==> config.mk <==
export PLATFORM = sky130hd
export DESIGN_NAME = axs_core
export DESIGN_NICKNAME = d
export VERILOG_FILES = /design/src/design/axs_pkg.sv /design/src/design/axs_core.sv
export SDC_FILE = /design/constraint.sdc
export NUM_CORES = 1
export LEC_CHECK = 0
export ABC_AREA = 1
export BUFFER_PORTS_ARGS = -buffer_cell sky130_fd_sc_hd__clkbuf_2
export CAP_MARGIN = 30
export CORE_MARGIN = 3
export CORE_UTILIZATION = 40
export CTS_CLUSTER_SIZE = 20
export DETAILED_ROUTE_END_ITERATION = 16
export PLACE_DENSITY = 0.7
export SYNTH_ARGS = -nofsm -noshare
export SYNTH_HDL_FRONTEND = slang
export SYNTH_SLANG_ARGS = --single-unit
==> constraint.sdc <==
create_clock -name core_clk -period 2.73 [get_ports core_clk]
set_clock_uncertainty 0.05 [all_clocks]
set_input_delay 0.546 -clock core_clk [delete_from_list [all_inputs] [get_ports core_clk]]
set_output_delay 0.546 -clock core_clk [all_outputs]
set_load 0.05 [all_outputs]
==> src/design/axs_pkg.sv <==
// Purpose: constants and types for the accumulator exchange, stack and add datapath
// Assumes: 8-bit data, byte-wide data memory, one core clock
// Notes: the operation codes are the sequencer's, not the instruction encoding
//
// Operation
// [RULE1] swap: memory gets old accumulator, accumulator gets old memory, flags kept.
// [RULE2] save: flags and accumulator stored at stack_ptr, then stack_ptr plus 2.
// [RULE3] restore: stack_ptr minus 2 first, then flags and accumulator reloaded.
// [RULE4] add immediate: accumulator gets sum, four flags updated.
// [RULE5] add memory into accumulator, four flags updated.
// [RULE6] add into memory byte, accumulator kept, four flags updated.
// [RULE7] add with carry into accumulator, four flags updated.
// [RULE8] add with carry into memory byte, four flags updated.
// [RULE9] software saves at interrupt entry and restores before interrupt return.
// [RULE10] carry from bit 7, half carry from bit 3, signed overflow, zero.
// [RULE11] all values 8 bits; sums wrap, lost bit only in carry.
package axs_pkg;
    localparam int DATA_W = 8;
    localparam int ADDR_W = 8;
    localparam int FLAG_W = 4;
    // flag register bit positions
    localparam int FLAG_ZERO = 0;
    localparam int FLAG_CARRY = 1;
    localparam int FLAG_HALF = 2;
    localparam int FLAG_SWRAP = 3;
    localparam int HALF_BIT = 4;
    localparam int SIGN_BIT = 7;
    localparam logic [ADDR_W-1:0] STACK_STEP = 8'h02;
    localparam logic [ADDR_W-1:0] STACK_HI_OFS = 8'h01;
    localparam logic [ADDR_W-1:0] SP_RESET = 8'h00;
    localparam logic [DATA_W-1:0] ACC_RESET = 8'h00;
    localparam logic [FLAG_W-1:0] FLAGS_RESET = 4'h0;

    typedef enum logic [3:0] {
        AXS_OP_NONE = 4'h0,
        AXS_OP_SWAP = 4'h1,
        AXS_OP_SAVE = 4'h2,
        AXS_OP_RESTORE = 4'h3,
        AXS_OP_ADD_IMM = 4'h4,
        AXS_OP_ADD_TO_ACC = 4'h5,
        AXS_OP_ADD_TO_MEM = 4'h6,
        AXS_OP_ADC_TO_ACC = 4'h7,
        AXS_OP_ADC_TO_MEM = 4'h8
    } axs_op_e;

    // gray path: idle -> read -> write, one bit per step
    typedef enum logic [1:0] {
        AXS_ST_IDLE = 2'b00,
        AXS_ST_READ = 2'b01,
        AXS_ST_READ2 = 2'b10,
        AXS_ST_WRITE = 2'b11
    } axs_state_e;
endpackage

==> src/design/axs_core.sv <==
// Purpose: executes swap, save/restore of accumulator and flags, and additions
// Assumes: data memory answers a read in the cycle after mem_rd is high
// Notes: op_valid is taken only while op_ready is high
//
// Implementation choices: the address map and the address-and-strobe port.
`timescale 1ns/1ps
`default_nettype none
module axs_core (
    input wire logic core_clk,
    input wire logic sys_rst,
    input wire logic op_valid,
    input wire axs_pkg::axs_op_e op_code,
    input wire logic [axs_pkg::ADDR_W-1:0] op_addr,
    input wire logic [axs_pkg::DATA_W-1:0] op_imm,
    output logic op_ready,
    output logic op_done,
    output logic mem_rd,
    output logic mem_wr,
    output logic [axs_pkg::ADDR_W-1:0] mem_addr,
    output logic [axs_pkg::DATA_W-1:0] mem_wdata,
    input wire logic [axs_pkg::DATA_W-1:0] mem_rdata,
    output logic [axs_pkg::DATA_W-1:0] acc,
    output logic [axs_pkg::FLAG_W-1:0] flags,
    output logic [axs_pkg::ADDR_W-1:0] stack_ptr
);
    import axs_pkg::*;

    // ****************************************
    // adder with flags
    // ****************************************
    function automatic logic [DATA_W+FLAG_W-1:0] add_flags(
        input logic [DATA_W-1:0] a,
        input logic [DATA_W-1:0] b,
        input logic cin
    );
        logic [DATA_W:0] full;
        logic [HALF_BIT:0] low;
        logic [FLAG_W-1:0] f;
        full = {1'b0, a} + {1'b0, b} + {{DATA_W{1'b0}}, cin}; // RULE11
        low = {1'b0, a[HALF_BIT-1:0]} + {1'b0, b[HALF_BIT-1:0]} + {{HALF_BIT{1'b0}}, cin};
        f[FLAG_ZERO] = (full[DATA_W-1:0] == '0); // RULE10
        f[FLAG_CARRY] = full[DATA_W]; // RULE10
        f[FLAG_HALF] = low[HALF_BIT]; // RULE10
        f[FLAG_SWRAP] = (a[SIGN_BIT] == b[SIGN_BIT]) && (full[SIGN_BIT] != a[SIGN_BIT]); // RULE10
        return {f, full[DATA_W-1:0]};
    endfunction

    // ****************************************
    // state and held operation
    // ****************************************
    axs_state_e state_q, state_d;
    axs_op_e op_q;
    logic rvalid_q;
    logic [DATA_W-1:0] imm_q;
    logic [DATA_W-1:0] acc_q, acc_d;
    logic [FLAG_W-1:0] flags_q, flags_d;
    logic [ADDR_W-1:0] sp_q, sp_d;
    logic [DATA_W-1:0] lo_q;
    logic [DATA_W-1:0] wdata_q, wdata_d;
    logic [ADDR_W-1:0] maddr_q, maddr_d;
    logic rd_q, rd_d, wr_q, wr_d, done_q, done_d;

    wire logic take = op_valid && (state_q == AXS_ST_IDLE);
    wire logic is_adc = (op_q == AXS_OP_ADC_TO_ACC) || (op_q == AXS_OP_ADC_TO_MEM);
    // read data stand only in the cycle after the strobe; immediate needs none,
    // restore issues its second read before the first answer arrives
    wire logic data_wait = !rvalid_q && (op_q != AXS_OP_ADD_IMM) && (op_q != AXS_OP_RESTORE);
    wire logic [DATA_W-1:0] add_b = (op_q == AXS_OP_ADD_IMM) ? imm_q : mem_rdata;
    wire logic [DATA_W+FLAG_W-1:0] sum_f = add_flags(acc_q, add_b, is_adc && flags_q[FLAG_CARRY]);
    wire logic [DATA_W-1:0] sum = sum_f[DATA_W-1:0];
    wire logic [FLAG_W-1:0] sum_flags = sum_f[DATA_W+FLAG_W-1:DATA_W];
    wire logic [ADDR_W-1:0] sp_down = sp_q - STACK_STEP; // RULE3

    assign op_ready = (state_q == AXS_ST_IDLE);
    assign op_done = done_q;
    assign mem_rd = rd_q;
    assign mem_wr = wr_q;
    assign mem_addr = maddr_q;
    assign mem_wdata = wdata_q;
    assign acc = acc_q;
    assign flags = flags_q;
    assign stack_ptr = sp_q;

    // ****************************************
    // sequencing
    // ****************************************
    always_comb begin
        state_d = state_q;
        acc_d = acc_q;
        flags_d = flags_q;
        sp_d = sp_q;
        wdata_d = wdata_q;
        maddr_d = maddr_q;
        rd_d = 1'b0;
        wr_d = 1'b0;
        done_d = 1'b0;
        unique case (state_q)
            AXS_ST_IDLE: begin
                if (take) begin
                    unique case (op_code)
                        AXS_OP_NONE: begin
                            done_d = 1'b1;
                        end
                        AXS_OP_ADD_IMM: begin
                            // immediate operand needs no memory cycle
                            state_d = AXS_ST_READ;
                        end
                        AXS_OP_SAVE: begin
                            // low byte accumulator, high byte flags
                            maddr_d = sp_q; // RULE2
                            wdata_d = acc_q; // RULE2
                            wr_d = 1'b1;
                            state_d = AXS_ST_WRITE;
                        end
                        AXS_OP_RESTORE: begin
                            sp_d = sp_down; // RULE3
                            maddr_d = sp_down; // RULE3
                            rd_d = 1'b1;
                            state_d = AXS_ST_READ;
                        end
                        default: begin
                            maddr_d = op_addr;
                            rd_d = 1'b1;
                            state_d = AXS_ST_READ;
                        end
                    endcase
                end
            end
            AXS_ST_READ: begin
                if (data_wait) begin
                    // stale bus this cycle; taking it would corrupt acc and flags
                    state_d = AXS_ST_READ;
                end else begin
                    state_d = AXS_ST_IDLE;
                    done_d = 1'b1;
                    unique case (op_q)
                        AXS_OP_SWAP: begin
                            acc_d = mem_rdata; // RULE1
                            wdata_d = acc_q; // RULE1
                            wr_d = 1'b1;
                            done_d = 1'b0;
                            state_d = AXS_ST_WRITE;
                        end
                        AXS_OP_RESTORE: begin
                            maddr_d = maddr_q + STACK_HI_OFS;
                            rd_d = 1'b1;
                            done_d = 1'b0;
                            state_d = AXS_ST_READ2;
                        end
                        AXS_OP_ADD_IMM, AXS_OP_ADD_TO_ACC, AXS_OP_ADC_TO_ACC: begin
                            acc_d = sum; // RULE4 RULE5 RULE7
                            flags_d = sum_flags; // RULE4 RULE5 RULE7
                        end
                        AXS_OP_ADD_TO_MEM, AXS_OP_ADC_TO_MEM: begin
                            wdata_d = sum; // RULE6 RULE8
                            flags_d = sum_flags; // RULE6 RULE8
                            wr_d = 1'b1;
                            done_d = 1'b0;
                            state_d = AXS_ST_WRITE;
                        end
                        default: ;
                    endcase
                end
            end
            AXS_ST_READ2: begin
                // first cycle brings the low byte, second the high byte
                if (!rd_q) begin
                    acc_d = lo_q; // RULE3
                    flags_d = mem_rdata[FLAG_W-1:0]; // RULE3
                    done_d = 1'b1;
                    state_d = AXS_ST_IDLE;
                end
            end
            AXS_ST_WRITE: begin
                if (op_q == AXS_OP_SAVE && maddr_q == sp_q) begin
                    maddr_d = sp_q + STACK_HI_OFS;
                    wdata_d = {{(DATA_W-FLAG_W){1'b0}}, flags_q}; // RULE2
                    wr_d = 1'b1;
                    sp_d = sp_q + STACK_STEP; // RULE2
                end else begin
                    done_d = 1'b1;
                    state_d = AXS_ST_IDLE;
                end
            end
        endcase
    end

    always_ff @(posedge core_clk) begin
        if (sys_rst) begin
            state_q <= AXS_ST_IDLE;
            op_q <= AXS_OP_NONE;
            rvalid_q <= 1'b0;
            imm_q <= '0;
            acc_q <= ACC_RESET;
            flags_q <= FLAGS_RESET;
            sp_q <= SP_RESET;
            lo_q <= '0;
            wdata_q <= '0;
            maddr_q <= '0;
            rd_q <= 1'b0;
            wr_q <= 1'b0;
            done_q <= 1'b0;
        end else begin
            state_q <= state_d;
            acc_q <= acc_d;
            flags_q <= flags_d;
            sp_q <= sp_d;
            wdata_q <= wdata_d;
            maddr_q <= maddr_d;
            rd_q <= rd_d;
            rvalid_q <= rd_q;
            wr_q <= wr_d;
            done_q <= done_d;
            if (take) begin
                op_q <= op_code;
                imm_q <= op_imm;
            end
            // capture the low stack byte while the high one is fetched
            if ((state_q == AXS_ST_READ2) && rd_q) begin
                lo_q <= mem_rdata;
            end
        end
    end
endmodule // axs_core
`default_nettype wire

==> summary.txt <==
Routing
  • Initial DRC Count: 337
  • Routed len/inst: 13.82 um
  • ANT nets after route: 0
  • DRT Wirelength: 12840 um
  • Mean number of vias per cell: 5.115
  • Vias: 4752
  • DRC viols: 0
  • First-pass detailed-route iteration total: 5

Logic synthesis
  • Synth warnings: 0
  • Share of the synthesized area in the top cell type: 28.42%
  • Netlist cell types: 45
  • Mapped Area: 4297 sq um
  • Seq cells post-synth: 61
  • Register area share after synthesis: 28.42%
  • Dominant cells by area after synthesis: dfxtp_1 (28%), nand2_1 (18%), nor2_1 (10%), inv_1 (5.3%), o21ai_0 (5.0%)
  • Post-synthesis instance total: 709
  • Yosys top cell by area: dfxtp_1
  • Syn nets: 757
  • Synthesized area per cell: 6.060 sq um

Min path
  • Hold Crit Class: in2reg
  • Hold_sp: op_imm[5]
  • Worst Hold Depth: 3
  • Worst Hold End: imm_q[5]

Clocking
  • TritonCTS Buffers: 9
  • CTS max path bufs: 2
  • CTS Hold Bufs: 0
  • Worst-Skew Late Latency: 340 ps
  • CTS sink cnt: 61
  • Clk root buf: clkbuf_8
  • Clk pin slew, worst setup/hold paths: 70 ps
  • CTS tree: yes
  • H-tree level count: 3
  • # Post-CTS Setup Buffers: 0

Place
  • HPWL after DPL: 9907 um
  • Buffers added on ports: 69
  • Placement Setup Slack: 103.7 ps
  • GP Congestion: 0.9667
  • DP Area: 4867 sq um

Worst setup path
  • Crit path max-delay cell type: fa_2
  • CP max stage delay: 380 ps
  • Arr. time, crit path: 2660 ps
  • WP buf/inv: 1
  • CP top delay family: simple AND/OR/NAND/NOR gates
  • Most frequent CP cell: nand2_1
  • Worst setup SP type: flip-flop
  • Reg2reg start: op_q[2]
  • Reg2reg path depth: 16
  • Setup crit end kind: flip-flop
  • CP Data Required Time: 2920 ps
  • Crit path cell chain: buf_4 -> nand2_2 -> nor2_4 -> nand2_1 -> nand2_1 -> fa_2 -> fa_2 -> nand3_1 -> nand2_1 -> nand2_1 -> nand3b_1 -> and2_1 -> nand2_1 -> nand2_1 -> nor2_1 -> nor2_1
  • Max FO, Critical Path: 4
  • R2R Setup Slk: 260 ps
  • Kind of critical path: reg2reg
  • Worst flop-to-flop path endpoint: mem_wdata[6]

Die
  • Die area: 12020 sq um
  • Starting density of the core: 41.43%
  • FP Rows: 37
  • Die width: 109.6 um
  • IO Pins: 71
  • Core area: 10370 sq um
  • Die H: 109.6 um

Cells and area
  • Most frequent cells in the layout: nand2_1 (209), nor2_1 (114), clkbuf_2 (69)
  • Register area: 1224 sq um
  • Final Cell Area: 5079 sq um
  • Layout cell share with drive strength beyond 1: 18.41%
  • Multi-input logic area: 2691 sq um
  • Antenna cells: 0
  • Area delta synth->final: 18.20%
  • Commonest non-fill, non-tap cell in the layout: nand2_1
  • Final net count: 836
  • Fill count: 1136

Timing
  • Fmax achieved: 405.3 MHz
  • Slew HR: 57.83%
  • TNS Setup: 0 ps
  • Finish-stage setup viols: 0
  • RSZ-0062 raised after global routing: no
  • Final Hold Fails: 0
  • Final Max Slew Viols: 0
  • Worst setup margin: 262.8 ps
  • Period utilisation layout: 90.37%
  • Worst-Margin Slew: 632.6 ps
  • Post-layout minimum cycle time: 2467 ps

Power and ir drop
  • Pwr/cell area: 1198 nW/um^2
  • P_leak: 2.606 nW
  • Peak supply drop: 477.2 uV

Job
  • Max Cap Viol: 0

Outcome
  • Status: complete, no violations

Global route
  • Initial antenna violation count: 0
  • Vias in the first global route: 4483
  • Gr usage total: 22.46%
  • Largest net degree at the start of global routing: 21
  • Gr ovfl total: 0
  • First-pass GRT wire length: 21180 um
worst max path at each step:
stage,slack [ps],end,depth (start not counted),start
4_1_cts,80,mem_wdata[6],16,op_q[0]
6_report,260,mem_wdata[6],16,op_q[2]
3_5_place_dp,100,mem_wdata[6],16,op_q[0]
3_3_place_gp,150,mem_wdata[6],14,mem_rdata[0]
5_1_grt,30,mem_wdata[6],16,op_q[2]
2_1_floorplan,100,mem_wdata[6],17,op_q[0]
flip-flops by register name, summed over array words and instances (netlist names):
signal	count
acc	8
rvalid_q	1
op_q	4
flags	4
mem_rd	1
state_q	2
imm_q	8
lo_q	8
stack_ptr	7
mem_wr	1
mem_wdata	8
op_done	1
mem_addr	8
logic make-up (layout without fill, tap and decap cells):
family                     count (synthesis)  count (layout)  share of synthesized area (%)
buffers and inverters                     99             183                          9.144
muxes                                      3               3                         0.6989
AOI/OAI and AO/OA                        117             117                          14.71
xor gates and xnor gates                  12              12                          2.446
other                                      1               1                        0.08728
DFF                                       61              61                          28.42
adders and majority gates                 17              17                          5.300
and+or+nand+nor                          399             399                          39.20
metrics by stage:
stage	hold WS [ps]	utilization [%]	std cells	power, W
5_1_grt	405.5	48.97	929	0.006635
3_3_place_gp	412.7	46.94	913	0.005206
2_1_floorplan	399.5	-	709	0.004293
6_report	403.4	48.97	929	0.006082
3_5_place_dp	421.3	46.94	913	0.005237
4_1_cts	397.7	48.87	929	0.006069
Yosys cell counts (all sizes together):
cell type  instances
nand2            215
nor2             122
inv               74
dfxtp             61
o21ai             58
a21oi             43
nand3             39
ha                15
nand4             14
clkbuf            12
buf               10
xor2               8
a22oi              5
nor3               4
xnor2              4
clkinv             3
mux2i              3
nand3b             3
a211oi             2
a21boi             2
fa                 2
a211o              1
a21o               1
a22o               1
a31o               1
a31oi              1
and2               1
conb               1
o211ai             1
o31ai              1
or2                1
where the power goes:
group	internal, W	switching, W
Sequential	0.00117	0.000303
Clock	0.000443	0.000375
Combinational	0.00116	0.00263
Total	0.00277	0.00331
area by class of cell:
| type | instances | share of cell area, % |
|---|---|---|
| clock buffers | 10 | 2.710 |
| clock inverters | 6 | 1.232 |
| inverters | 77 | 5.716 |
| multi-input cells | 549 | 52.99 |
| flip-flops and latches | 61 | 24.09 |
| well taps | 136 | 3.351 |
| repair buffers | 90 | 9.904 |
worst register-to-register path: cells and delay by family (launching register included):
kind          cells  cell delay (ps)
simple gates     13             1100
flops             1              320
fa+ha+maj         2              740
buf+inv           1              150
what timing repair did:
item,CTS,global route
endpoints found under the setup margin,0,6
hold endpoints to repair,0,0
resized for setup,0,5
metal layers:
layer / wire [um] / GRT usage (%) / vias up
li1: - / - / 2419
met1: 5695 / 28.92 / 2104
met2: 5851 / 36.97 / 197
met3: 923 / 4.404 / 32
met4: 368 / 8.727 / 0
met5: 0 / 0 / -
No activity file was read; power rests on OpenSTA's default activity.
